### src/verilog/esr_map.svh
`ifndef ESR_MAP_SVH
`define ESR_MAP_SVH

// Register byte offsets on the AXI4-Lite slave.
`define ESR_OFF_CTRL    12'h000
`define ESR_OFF_CONFIG  12'h004
`define ESR_OFF_STAGES  12'h008
`define ESR_OFF_STATUS  12'h00c

// Control register fields.
`define ESR_CTRL_RUN    0
`define ESR_CTRL_LIVE   1
`define ESR_CTRL_POWER  2

// Configuration register fields.
`define ESR_CFG_TAP_LO  0
`define ESR_CFG_TAP_HI  2
`define ESR_CFG_RETAIN  3

// Status register fields.
`define ESR_STAT_FULL   0
`define ESR_STAT_EMPTY  1
`define ESR_STAT_TRG    2
`define ESR_STAT_CNT_LO 8
`define ESR_STAT_CNT_HI 12

// Reset values.
`define ESR_RST_CTRL    3'h1
`define ESR_RST_TAP     3'h0
`define ESR_RST_RETAIN  1'h0
`define ESR_RST_STAGES  8'h00

// Answer codes of the bus.
`define ESR_RESP_OKAY   2'h0
`define ESR_RESP_SLVERR 2'h2

`endif

### src/verilog/esr_pkg.sv
package esr_pkg;
    typedef enum logic [1:0] {
        ESR_BUS_IDLE,
        ESR_BUS_RESP
    } esr_bus_state_type;

    typedef logic [7:0] esr_stages_type;
endpackage : esr_pkg

### src/verilog/esr_shift_register.sv
// Notes on behaviour
// - Sample input once per trigger rising edge.
// - Trigger falling edge changes nothing.
// - Direction low: load stage one, move up.
// - Direction high: load stage eight, move down.
// - Output equals the tapped stage.
// - Without retention, power loss clears stages.
// - With retention, all stages survive together.
// - Tap and retention fixed while live editing.
// - Live editing keeps the block running.
//
// Register access over AXI4-Lite and the register offsets were chosen for this implementation.
`timescale 1ns/100ps
`default_nettype none

`include "esr_map.svh"

module esr_shift_register #(
    parameter int FIFO_DEPTH = 16
) (
    input  wire logic                    REF_CLK,
    input  wire logic                    RST,
    input  wire logic                    SERIAL_IN,
    input  wire logic                    TRIGGER,
    input  wire logic                    DIRECTION,
    input  wire logic                    POWER_FAIL,
    output var  logic                    TAP_OUT,
    output var  esr_pkg::esr_stages_type STAGES,
    input  wire logic [11:0]             AWADDR,
    input  wire logic                    AWVALID,
    output var  logic                    AWREADY,
    input  wire logic [31:0]             WDATA,
    input  wire logic [3:0]              WSTRB,
    input  wire logic                    WVALID,
    output var  logic                    WREADY,
    output var  logic [1:0]              BRESP,
    output var  logic                    BVALID,
    input  wire logic                    BREADY,
    input  wire logic [11:0]             ARADDR,
    input  wire logic                    ARVALID,
    output var  logic                    ARREADY,
    output var  logic [31:0]             RDATA,
    output var  logic [1:0]              RRESP,
    output var  logic                    RVALID,
    input  wire logic                    RREADY
);
    import esr_pkg::*;

    localparam int CW = $clog2(FIFO_DEPTH) + 1;

    esr_stages_type stages_r;
    esr_stages_type stages_nxt;
    logic           trg_prev_r;
    logic           pwr_prev_r;
    logic           run_r;
    logic           live_r;
    logic [2:0]     tap_r;
    logic           retain_r;
    logic           tap_out_r;
    logic           aw_held_r;
    logic [11:0]    aw_addr_r;
    logic           w_held_r;
    logic [31:0]    w_data_r;
    logic [3:0]     w_strb_r;
    logic           b_valid_r;
    logic [1:0]     b_resp_r;
    logic           r_valid_r;
    logic [31:0]    r_data_r;
    logic [1:0]     r_resp_r;
    logic           trg_rise;
    logic           pwr_loss;
    logic           ev_ready;
    logic           ev_valid;
    logic [1:0]     ev_data;
    logic           shift_ok;
    logic           fifo_full_n;
    logic [CW-1:0]  fifo_count;
    logic           do_write;

    // Edge detect against last cycle's level; a held high trigger never re-fires.
    assign trg_rise = TRIGGER && !trg_prev_r;
    assign pwr_loss = POWER_FAIL && !pwr_prev_r;

    always_ff @(posedge REF_CLK) begin
        if (RST) begin
            trg_prev_r <= 1'b0;
            pwr_prev_r <= 1'b0;
        end else begin
            trg_prev_r <= TRIGGER;
            pwr_prev_r <= POWER_FAIL;
        end
    end

    // Each trigger edge while running queues the sampled bit with its direction. A full queue drops
    // the edge, a limitation accepted so that trigger timing is never stretched.
    assign ev_valid = trg_rise && run_r;
    assign ev_data  = {DIRECTION, SERIAL_IN};

    esr_fifo #(
        .WIDTH (2),
        .DEPTH (FIFO_DEPTH)
    ) u_fifo (
        .clk       (REF_CLK),
        .rst       (RST),
        .in_data   (ev_data),
        .in_valid  (ev_valid),
        .in_ready  (ev_ready),
        .out_data  (stages_nxt[1:0]),
        .out_valid (shift_ok),
        .out_ready (1'b1),
        .count     (fifo_count)
    );
    assign fifo_full_n = ev_ready;

    // One queued event makes one shift per cycle; in a power-loss cycle the event popped is dropped unshifted.
    always_ff @(posedge REF_CLK) begin
        if (RST) begin
            stages_r <= `ESR_RST_STAGES;
        end else if (pwr_loss) begin
            if (!retain_r) begin
                stages_r <= `ESR_RST_STAGES;
            end                                          // all stages kept
        end else if (shift_ok) begin
            if (stages_nxt[1]) begin
                stages_r <= {stages_nxt[0], stages_r[7:1]};
            end else begin
                stages_r <= {stages_r[6:0], stages_nxt[0]};
            end
        end
    end

    // Unused upper bits of the next-value bundle are tied off for a single driver.
    assign stages_nxt[7:2] = 6'h00;

    // The tap is registered so the output comes straight from a flip-flop.
    always_ff @(posedge REF_CLK) begin
        if (RST) begin
            tap_out_r <= 1'b0;
        end else begin
            tap_out_r <= stages_r[tap_r];
        end
    end
    assign TAP_OUT = tap_out_r;
    assign STAGES  = stages_r;

    // Write channel capture: address and data may arrive in either order.
    assign do_write = aw_held_r && w_held_r && !b_valid_r;

    always_ff @(posedge REF_CLK) begin
        if (RST) begin
            aw_held_r <= 1'b0;
            aw_addr_r <= 12'h000;
            w_held_r  <= 1'b0;
            w_data_r  <= 32'h0000_0000;
            w_strb_r  <= 4'h0;
        end else begin
            if (AWVALID && AWREADY) begin
                aw_held_r <= 1'b1;
                aw_addr_r <= AWADDR;
            end else if (do_write) begin
                aw_held_r <= 1'b0;
            end
            if (WVALID && WREADY) begin
                w_held_r <= 1'b1;
                w_data_r <= WDATA;
                w_strb_r <= WSTRB;
            end else if (do_write) begin
                w_held_r <= 1'b0;
            end
        end
    end

    // Ready outputs are registered; each drops as soon as its item is taken.
    always_ff @(posedge REF_CLK) begin
        if (RST) begin
            AWREADY <= 1'b0;
            WREADY  <= 1'b0;
        end else begin
            AWREADY <= !aw_held_r && !(AWVALID && AWREADY) && !b_valid_r;
            WREADY  <= !w_held_r && !(WVALID && WREADY) && !b_valid_r;
        end
    end

    // Register writes. Configuration is only accepted while not live editing.
    always_ff @(posedge REF_CLK) begin
        if (RST) begin
            run_r    <= 1'(`ESR_RST_CTRL >> `ESR_CTRL_RUN);
            live_r   <= 1'b0;
            tap_r    <= `ESR_RST_TAP;
            retain_r <= `ESR_RST_RETAIN;
        end else if (do_write && w_strb_r[0]) begin
            if (aw_addr_r == `ESR_OFF_CTRL) begin
                run_r  <= w_data_r[`ESR_CTRL_RUN];
                live_r <= w_data_r[`ESR_CTRL_LIVE];
            end else if (aw_addr_r == `ESR_OFF_CONFIG && !live_r) begin
                tap_r    <= w_data_r[`ESR_CFG_TAP_HI:`ESR_CFG_TAP_LO];
                retain_r <= w_data_r[`ESR_CFG_RETAIN];
            end
        end
    end

    // Write response: unmapped or refused writes answer SLVERR.
    always_ff @(posedge REF_CLK) begin
        if (RST) begin
            b_valid_r <= 1'b0;
            b_resp_r  <= `ESR_RESP_OKAY;
        end else if (do_write) begin
            b_valid_r <= 1'b1;
            if (aw_addr_r == `ESR_OFF_CTRL ||
                (aw_addr_r == `ESR_OFF_CONFIG && !live_r)) begin
                b_resp_r <= `ESR_RESP_OKAY;
            end else begin
                b_resp_r <= `ESR_RESP_SLVERR;
            end
        end else if (b_valid_r && BREADY) begin
            b_valid_r <= 1'b0;
        end
    end
    assign BVALID = b_valid_r;
    assign BRESP  = b_resp_r;

    // Read path: address taken, data answered on the next edge.
    always_ff @(posedge REF_CLK) begin
        if (RST) begin
            ARREADY   <= 1'b0;
            r_valid_r <= 1'b0;
            r_data_r  <= 32'h0000_0000;
            r_resp_r  <= `ESR_RESP_OKAY;
        end else begin
            ARREADY <= !r_valid_r && !(ARVALID && ARREADY);
            if (ARVALID && ARREADY) begin
                r_valid_r <= 1'b1;
                r_resp_r  <= `ESR_RESP_OKAY;
                case (ARADDR)
                    `ESR_OFF_CTRL: begin
                        r_data_r <= {29'h0, POWER_FAIL, live_r, run_r};
                    end
                    `ESR_OFF_CONFIG: begin
                        r_data_r <= {28'h0, retain_r, tap_r};
                    end
                    `ESR_OFF_STAGES: begin
                        r_data_r <= {24'h0, stages_r};
                    end
                    `ESR_OFF_STATUS: begin
                        r_data_r <= {19'h0, 5'(fifo_count), 5'h0, trg_prev_r,
                                     !shift_ok, !fifo_full_n};
                    end
                    default: begin
                        r_data_r <= 32'h0000_0000;
                        r_resp_r <= `ESR_RESP_SLVERR;
                    end
                endcase
            end else if (r_valid_r && RREADY) begin
                r_valid_r <= 1'b0;
            end
        end
    end
    assign RVALID = r_valid_r;
    assign RDATA  = r_data_r;
    assign RRESP  = r_resp_r;
endmodule : esr_shift_register // esr_shift_register

`default_nettype wire

### src/verilog/esr_fifo.sv
`timescale 1ns/100ps
`default_nettype none

module esr_fifo #(
    parameter int WIDTH = 2,
    parameter int DEPTH = 16
) (
    input  wire logic             clk,
    input  wire logic             rst,
    input  wire logic [WIDTH-1:0] in_data,
    input  wire logic             in_valid,
    output var  logic             in_ready,
    output var  logic [WIDTH-1:0] out_data,
    output var  logic             out_valid,
    input  wire logic             out_ready,
    output var  logic [$clog2(DEPTH):0] count
);
    localparam int AW = $clog2(DEPTH);

    logic [WIDTH-1:0] mem_r [DEPTH];
    logic [AW-1:0]    wr_ptr_r;
    logic [AW-1:0]    rd_ptr_r;
    logic [AW:0]      count_r;
    logic             push;
    logic             pop;

    // Push and pop only when the opposite side is able, so full and empty stay honest.
    assign push      = in_valid && in_ready;
    assign pop       = out_valid && out_ready;
    assign in_ready  = (count_r != (AW+1)'(DEPTH));
    assign out_valid = (count_r != '0);
    assign out_data  = mem_r[rd_ptr_r];
    assign count     = count_r;

    // Storage is plain flip-flops addressed by the write pointer.
    always_ff @(posedge clk) begin
        if (push) begin
            mem_r[wr_ptr_r] <= in_data;
        end
    end

    // Pointers wrap naturally because the depth is a power of two.
    always_ff @(posedge clk) begin
        if (rst) begin
            wr_ptr_r <= '0;
            rd_ptr_r <= '0;
            count_r  <= '0;
        end else begin
            if (push) begin
                wr_ptr_r <= wr_ptr_r + AW'(1);
            end
            if (pop) begin
                rd_ptr_r <= rd_ptr_r + AW'(1);
            end
            if (push && !pop) begin
                count_r <= count_r + (AW+1)'(1);
            end else if (pop && !push) begin
                count_r <= count_r - (AW+1)'(1);
            end
        end
    end
endmodule : esr_fifo // esr_fifo

`default_nettype wire

### config.mk
export PLATFORM = sky130hd
export DESIGN_NAME = esr_shift_register
export DESIGN_NICKNAME = d
export VERILOG_FILES = /design/src/verilog/esr_pkg.sv /design/src/verilog/esr_shift_register.sv /design/src/verilog/esr_fifo.sv
export VERILOG_INCLUDE_DIRS = /design/src /design/src/verilog
export SDC_FILE = /design/constraint.sdc
export NUM_CORES = 1
export LEC_CHECK = 0
export BUFFER_PORTS_ARGS = -buffer_cell sky130_fd_sc_hd__buf_2
export CAP_MARGIN = 10
export CORE_ASPECT_RATIO = 2
export CORE_UTILIZATION = 51
export DETAILED_ROUTE_END_ITERATION = 16
export PLACE_DENSITY = 0.76
export SLEW_MARGIN = 20
export SYNTH_ARGS = -nofsm -noshare
export SYNTH_HDL_FRONTEND = slang
export SYNTH_SLANG_ARGS = --single-unit
### constraint.sdc
create_clock -name REF_CLK -period 3.45 [get_ports REF_CLK]
set_input_delay 0.69 -clock REF_CLK [delete_from_list [all_inputs] [get_ports REF_CLK]]
set_output_delay 0.69 -clock REF_CLK [all_outputs]
set_load 0.01 [all_outputs]
Word level (Yosys, flattened, before mapping)
Memories as Yosys holds them, arrays and structs flattened. A register that Yosys moved wholly into a read port is not among the register bits. Cells that the tools add are included.

Input port bits: 71. Bits in writable memories: 32. Word-level logic and storage cells: 106. Output and inout port bits: 50. Flip-flop bits (word level): 90. Memories kept: 1.

Memories: u_fifo.mem_r (depth 16, width 2, read ports 1, clocked after Yosys merged registers in 1, wr ports 1, line esr_fifo.sv:20) `logic [WIDTH-1:0] mem_r [DEPTH];`.

Equal/unequal tests: 6. Magnitude comparators: 1. Multiplexer cells: 22. Bitwise operators: 1. Reductions and logical operators: 47. Add/sub/neg operators: 4.

Operators with widths (number): 13-bit one-hot mux with 4 select lines (1); 8-bit 2-to-1 mux (4); 12-bit by 3-bit equality test with 1-bit output (second input constant) (2); 12-bit by 4-bit equality test with 1-bit output (second input constant) (2); 12-bit zero test (2); 1-bit logical AND (20); 1-bit zero test (13); 2-bit nonzero test (6); 1-bit 2-to-1 mux (10); 5-bit 2-to-1 mux (2); 4-bit by 1-bit adder with 4-bit output (second input constant) (2); 4-bit 2-to-1 mux (2); 5-bit by 1-bit adder with 5-bit output (second input constant) (1); 5-bit inequality test (second input constant) (1); 5-bit nonzero test (1); 5-bit by 1-bit subtractor with 5-bit output (second input constant) (1); 3-bit by 4-bit < comparator with 1-bit output (second input constant) (1); 2-bit 2-to-1 mux (2); 2-bit AND reduction (2); 4-bit OR reduction (1); 1-bit binary-select mux with 3-bit select (1); 3-bit AND reduction (1); 2-bit inequality test (second input constant) (1); 1-bit logical OR (1); 1-bit NOT (1).

Longest topological paths before layout
Depth in word-level cells: 8. Gate-level depth with buffers: 12.

Hierarchy
Synthesis repeated with hierarchy kept, for this count alone.

Cells, all modules: 419. Area total of the unflattened synthesis: 4658.2 µm².

Modules (own cells, without submodules): esr_shift_register (area an instance 2477.4 µm², cells each 258, instances 1); esr_fifo (area an instance 2180.8 µm², cells each 161, instances 1).

Least setup slack after synthesis
Ideal clock, no wire load.

Kind: input to register. From: input port TRIGGER. To: register u_fifo.count_r[3], in the netlist u_fifo.count[3]. Cell stages on the path: 10. Arrival time: 2.536 ns. Required time: 3.379 ns. Path slack: 0.843 ns. Cell sequence: nand2_1 -> a211oi_2 -> ha_1 -> inv_1 -> ha_1 -> a21oi_1 -> nand2_1 -> xnor2_1 -> or3_1 -> a21oi_1.

Word-level cells in the longest chain between the ends: 6. Elaborated cells between the ends (all ways): 8. Classes of those cells: 1 x mux; 7 x reduce/logical.

RTL lines: start: declaration (line esr_shift_register.sv:24) `input wire logic TRIGGER,`; 1-bit logical AND (*) (line esr_shift_register.sv:81) `assign trg_rise = TRIGGER && !trg_prev_r;`; 1-bit logical AND (*) (line esr_shift_register.sv:96) `assign ev_valid = trg_rise && run_r;`; 1-bit logical AND (*) (line esr_fifo.sv:28) `assign push = in_valid && in_ready;`; net u_fifo.push (line esr_fifo.sv:24) `logic push;`; 1-bit zero test (line esr_fifo.sv:57) `end else if (pop && !push) begin`; 1-bit logical AND (line esr_fifo.sv:57); 2-bit nonzero test (no source line); end signal: assignment (line esr_fifo.sv:56) `count_r <= count_r + (AW+1)'(1);`; end signal: assignment (line esr_fifo.sv:58) `count_r <= count_r - (AW+1)'(1);`; end: declaration (line esr_fifo.sv:23) `logic [AW:0] count_r;`.

The timed path passes the listed nets; every way through them passes the cells marked *. A chain may end at the register's enable or synchronous reset.

Final worst setup path
From: register u_fifo.count_r[0], in the netlist u_fifo.count[0]. To: register u_fifo.count_r[3], in the netlist u_fifo.count[3].

Word-level cells in the longest chain between the ends: 5. Elaborated cells between the ends (all ways): 12. Classes of those cells: 2 x add/sub; 1 x eq/ne; 2 x mux; 7 x reduce/logical.

RTL lines: 5-bit inequality test (*) (line esr_fifo.sv:30) `assign in_ready = (count_r != (AW+1)'(DEPTH));`; 1-bit logical AND (*) (line esr_fifo.sv:28); net u_fifo.push (line esr_fifo.sv:24); 1-bit zero test (line esr_fifo.sv:57); 1-bit logical AND (line esr_fifo.sv:57); 2-bit nonzero test (no source line).

The timed path passes the listed nets; every way through them passes the cells marked *. The select of a mux whose other input is x is not followed.

==> metrics.txt <==
# TYPE chip_impl_metric gauge
chip_impl_metric{name="multi_input_logic_area",unit="sq um"} 1880
chip_impl_metric{name="grt_overflow_total",unit=""} 0
chip_impl_metric{name="yosysSeqAreaShare",unit="%"} 53.7
chip_impl_metric{name="ant_nets",unit=""} 0
chip_impl_metric{name="drt-initial-drc-count",unit=""} 179
chip_impl_metric{name="design.final.nets",unit=""} 562
chip_impl_metric{name="clk_path_buf_depth",unit=""} 2
chip_impl_metric{name="power_switching",unit="uW"} 955
chip_impl_info{name="start_kind",value="register"} 1
chip_impl_metric{name="start_util",unit="%"} 52.5
chip_impl_metric{name="crit_required",unit="ns"} 3.72
chip_impl_metric{name="syn-instance-count",unit=""} 421
chip_impl_metric{name="setup_viol_count_final",unit=""} 0
chip_impl_metric{name="power_per_cell_area",unit="nW/um^2"} 615
chip_impl_metric{name="placementRows",unit=""} 48
chip_impl_metric{name="timing_worst_slew_pin_value",unit="ns"} 0.526
chip_impl_info{name="cts_tree",value="built"} 1
chip_impl_metric{name="cts.repair.resized",unit=""} 0
chip_impl_metric{name="yosys_register_bits",unit=""} 105
chip_impl_metric{name="antenna-diode-count",unit=""} 0
chip_impl_metric{name="vias",unit=""} 3208
chip_impl_metric{name="skew_pair_late_insertion_delay",unit="ns"} 0.34
chip_impl_metric{name="die_width",unit="microns"} 68.5
chip_impl_metric{name="global_route.usage.total",unit="%"} 21.0
chip_impl_metric{name="postSynthAreaPerCell",unit="sq um"} 10.7
chip_impl_metric{name="wl_per_cell",unit="microns"} 15.0
chip_impl_metric{name="cts_inserted_buffers",unit=""} 9
chip_impl_metric{name="initial_drt_pass_iterations",unit=""} 5
chip_impl_metric{name="timing.final.hold_violations",unit=""} 0
chip_impl_info{name="synth_flop_cell",value="sky130_fd_sc_hd__dfxtp_1"} 1
chip_impl_metric{name="totalWireLength",unit="mm"} 8.83
chip_impl_info{name="critical_path.slowest_cell",value="sky130_fd_sc_hd__nor4_4"} 1
chip_impl_metric{name="floorplan.die_area",unit="sq um"} 9240
chip_impl_metric{name="synth_async_reset_ratio",unit="%"} 0
chip_impl_metric{name="fin_skew",unit="ns"} 0.00620
chip_impl_metric{name="cellInternalPower",unit="uW"} 2190
chip_impl_metric{name="share_clk_of_total_power",unit="%"} 30.9
chip_impl_metric{name="share_comb_of_total_power",unit="%"} 22.1
chip_impl_metric{name="cts.clk_slew.worst_paths",unit="ns"} 0.07
chip_impl_metric{name="final-seq-area",unit="sq um"} 2420
chip_impl_metric{name="fp.coreArea",unit="sq um"} 8590
chip_impl_metric{name="htree_num_levels",unit=""} 3
chip_impl_metric{name="netSwitchingFraction",unit="%"} 30.4
chip_impl_info{name="grt_setup_unrepaired",value="false"} 1
chip_impl_metric{name="layout-area-overhead-vs-synth",unit="%"} 13.3
chip_impl_metric{name="die_height",unit="microns"} 135
chip_impl_metric{name="grt_pass1_vias",unit=""} 3157
chip_impl_info{name="crit_chain",value="nor4_4 -> a211oi_2 -> buf_4 -> ha_1 -> inv_1 -> ha_1 -> a21oi_1 -> nand2_1 -> xnor2_1 -> or3_1 -> a21oi_1"} 1
chip_impl_metric{name="worst-endpoint-arrival",unit="ns"} 2.91
chip_impl_metric{name="fraction_of_layout_cells_with_a_size_suffix_above_1",unit="%"} 20.3
chip_impl_metric{name="via_per_inst",unit=""} 5.47
chip_impl_metric{name="grt_antenna_before_repair",unit=""} 0
chip_impl_metric{name="timing_max_transition_violations_final",unit=""} 0
chip_impl_info{name="crit_path_end_kind",value="register"} 1
chip_impl_metric{name="number_of_fill_cells_in_the_layout",unit=""} 736
chip_impl_metric{name="relSlewSlack",unit="%"} 64.6
chip_impl_metric{name="totalNegativeSetupSlack",unit="ns"} 0
chip_impl_metric{name="holdBufCountCts",unit=""} 0
chip_impl_metric{name="post-route-drc-count",unit=""} 0
chip_impl_metric{name="peakVddDrop",unit="V"} 0.000326
chip_impl_metric{name="i_o_pin_count",unit=""} 121
chip_impl_metric{name="maxCapViolCount",unit=""} 0
chip_impl_metric{name="synth_enable_flop_cells",unit=""} 32
chip_impl_metric{name="seq_power_share",unit="%"} 47.0
chip_impl_info{name="critPathKind",value="reg -> reg"} 1
chip_impl_info{name="clockRootBuffer",value="sky130_fd_sc_hd__clkbuf_16"} 1
chip_impl_metric{name="timing.critical_path.slowest_cell_delay",unit="ns"} 0.42
chip_impl_metric{name="finalInstanceArea",unit="sq um"} 5110
chip_impl_metric{name="cts_num_sinks",unit=""} 105
chip_impl_info{name="status",value="complete, no violations"} 1
chip_impl_metric{name="p_leak",unit="uW"} 0.00205
chip_impl_info{name="min-delay-path-class",value="reg -> reg"} 1
chip_impl_metric{name="numPortBuffers",unit=""} 68
chip_impl_metric{name="grt_first_pass_wirelength",unit="mm"} 14.2
chip_impl_metric{name="path_max_fanout",unit=""} 9
chip_impl_metric{name="ys.warnings.count",unit=""} 0
chip_impl_metric{name="final_clock_period_utilization_by_the_worst_path",unit="%"} 76.3
chip_impl_metric{name="r2r_setup_slack",unit="ns"} 0.82
chip_impl_metric{name="detailed_place_hpwl",unit="mm"} 6.57
chip_impl_metric{name="post_dp_cell_area",unit="sq um"} 4820
chip_impl_metric{name="postCtsSetupRepairBufs",unit=""} 0
chip_impl_metric{name="synth.lib_cells_used.distinct",unit=""} 47
chip_impl_metric{name="grt_max_degree",unit=""} 41
chip_impl_metric{name="post_synth_instance_area",unit="sq um"} 4510
chip_impl_metric{name="place_congestion",unit=""} 0.800
chip_impl_metric{name="final_period_minus_worst_setup_slack",unit="ns"} 2.63
chip_impl_metric{name="max_clock_freq",unit="GHz"} 0.380
per-layer routing:
layer	global-route usage, %	vias to the layer above	wire length, microns
met2	39.2	89	5150
met3	5.15	20	345
li1	-	1574	-
met1	19.6	1525	3050
met4	10.8	0	291
met5	0	-	0
logic make-up after synthesis:
| group | after synthesis | share of synthesized area, % |
|---|---|---|
| AOI/OAI and AO/OA | 64 | 9.38 |
| xor gates and xnor gates | 11 | 2.14 |
| adders and majority gates | 9 | 2.50 |
| buffers and inverters | 48 | 6.13 |
| DFF | 105 | 53.7 |
| muxes | 29 | 9.99 |
| other | 1 | 0.0832 |
| and+or+nand+nor | 154 | 16.0 |
path summary, 6_finish.rpt:
kind                    from               to  depth (start not counted)
max reg2reg  u_fifo.count[0]  u_fifo.count[3]                         11
max          u_fifo.count[0]  u_fifo.count[3]                         11
min             aw_addr_r[6]     aw_addr_r[6]                          2
min reg2reg     aw_addr_r[6]     aw_addr_r[6]                          2
layout by cell type (no fill, tap or decap), drive strengths merged:
| cell type | instances |
|---|---|
| and3 | 1 |
| xnor2 | 5 |
| nor2 | 53 |
| conb | 21 |
| nand4b | 1 |
| nor4 | 6 |
| o2bb2ai | 8 |
| clkinv | 3 |
| and2 | 2 |
| nand2 | 50 |
| a21oi | 30 |
| dfxtp | 73 |
| buf | 70 |
| a211oi | 3 |
| nand4 | 4 |
| nand3 | 13 |
| or3 | 2 |
| a22oi | 11 |
| xor2 | 6 |
| clkbuf | 9 |
| a2111oi | 1 |
| edfxtp | 32 |
| and2b | 1 |
| o21ai | 7 |
| mux4 | 11 |
| clkinvlp | 1 |
| o221ai | 1 |
| nand2b | 4 |
| inv | 11 |
| a31oi | 1 |
| and3b | 2 |
| nor3 | 8 |
| and4 | 1 |
| mux2i | 18 |
| ha | 9 |
| a211o | 1 |
| o221a | 1 |
| nor2b | 6 |
power groups by stage:
stage	combinational (uW)	sequential (uW)	clock, uW
after floorplan	609	1450	0
after global placement	674	1500	0
after detailed placement	693	1510	0
after CTS	703	1480	993
after global routing	768	1490	1040
final	695	1480	969
Yosys cell counts, types with 3 or more instances:
| master | count | area (sq um) |
|---|---|---|
| sky130_fd_sc_hd__nand2_1 | 50 | 188 |
| sky130_fd_sc_hd__xnor2_1 | 5 | 43.8 |
| sky130_fd_sc_hd__xor2_1 | 6 | 52.6 |
| sky130_fd_sc_hd__mux4_1 | 6 | 158 |
| sky130_fd_sc_hd__clkbuf_1 | 13 | 48.8 |
| sky130_fd_sc_hd__a22oi_1 | 10 | 75.1 |
| sky130_fd_sc_hd__mux2i_1 | 18 | 180 |
| sky130_fd_sc_hd__edfxtp_1 | 32 | 961 |
| sky130_fd_sc_hd__nor4_1 | 5 | 31.3 |
| sky130_fd_sc_hd__nand2b_1 | 3 | 18.8 |
| sky130_fd_sc_hd__mux4_2 | 5 | 113 |
| sky130_fd_sc_hd__dfxtp_1 | 73 | 1460 |
| sky130_fd_sc_hd__a21oi_1 | 30 | 150 |
| sky130_fd_sc_hd__buf_4 | 23 | 173 |
| sky130_fd_sc_hd__ha_1 | 9 | 113 |
| sky130_fd_sc_hd__nor2b_1 | 6 | 37.5 |
| sky130_fd_sc_hd__nand3_1 | 12 | 60.1 |
| sky130_fd_sc_hd__nand4_1 | 4 | 25.0 |
| sky130_fd_sc_hd__nor2_1 | 52 | 195 |
| sky130_fd_sc_hd__o21ai_0 | 7 | 35.0 |
| sky130_fd_sc_hd__o2bb2ai_1 | 8 | 70.1 |
| sky130_fd_sc_hd__inv_1 | 7 | 26.3 |
| sky130_fd_sc_hd__nor3_1 | 8 | 40.0 |
worst max-delay path: cells and delay by family, from the launching register on:
kind	cells	cell delay [ns]
xor+xnor	1	0.13
fa+ha+maj	2	0.49
simple gates	3	0.81
flops	1	0.41
compound gates	3	0.41
buf+inv	2	0.32
through the flow:
step	instances	utilization, %	hold WS [ns]	total power (uW)	setup WS, ns
finish	587	59.5	0.456	3140	0.816
global route	587	59.5	0.479	3310	0.608
CTS	587	59.5	0.459	3180	0.795
detailed placement	571	56.1	0.448	2200	0.722
global placement	571	56.1	0.439	2170	0.760
floorplan	441	-	0.433	2060	0.843
cell type report:
cell class	count	share of cell area (%)
Multi-Input combinational cell	288	36.9
Tap cell	100	2.45
Sequential cell	105	47.4
Clock buffer	9	4.41
Timing Repair Buffer	70	6.96
Inverter	8	0.588
Clock inverter	7	1.25
flip-flops by register name, summed over array words and instances, names as in the netlist, 3 cells and up, named ones only:
signal and cells:
u_fifo.mem_r 32, RDATA 13, aw_addr_r 12, STAGES 8
u_fifo.count 5, u_fifo.rd_ptr_r 4, u_fifo.wr_ptr_r 4, w_data_r 4
tap_r 3
Power figures use the tool's default switching activity.
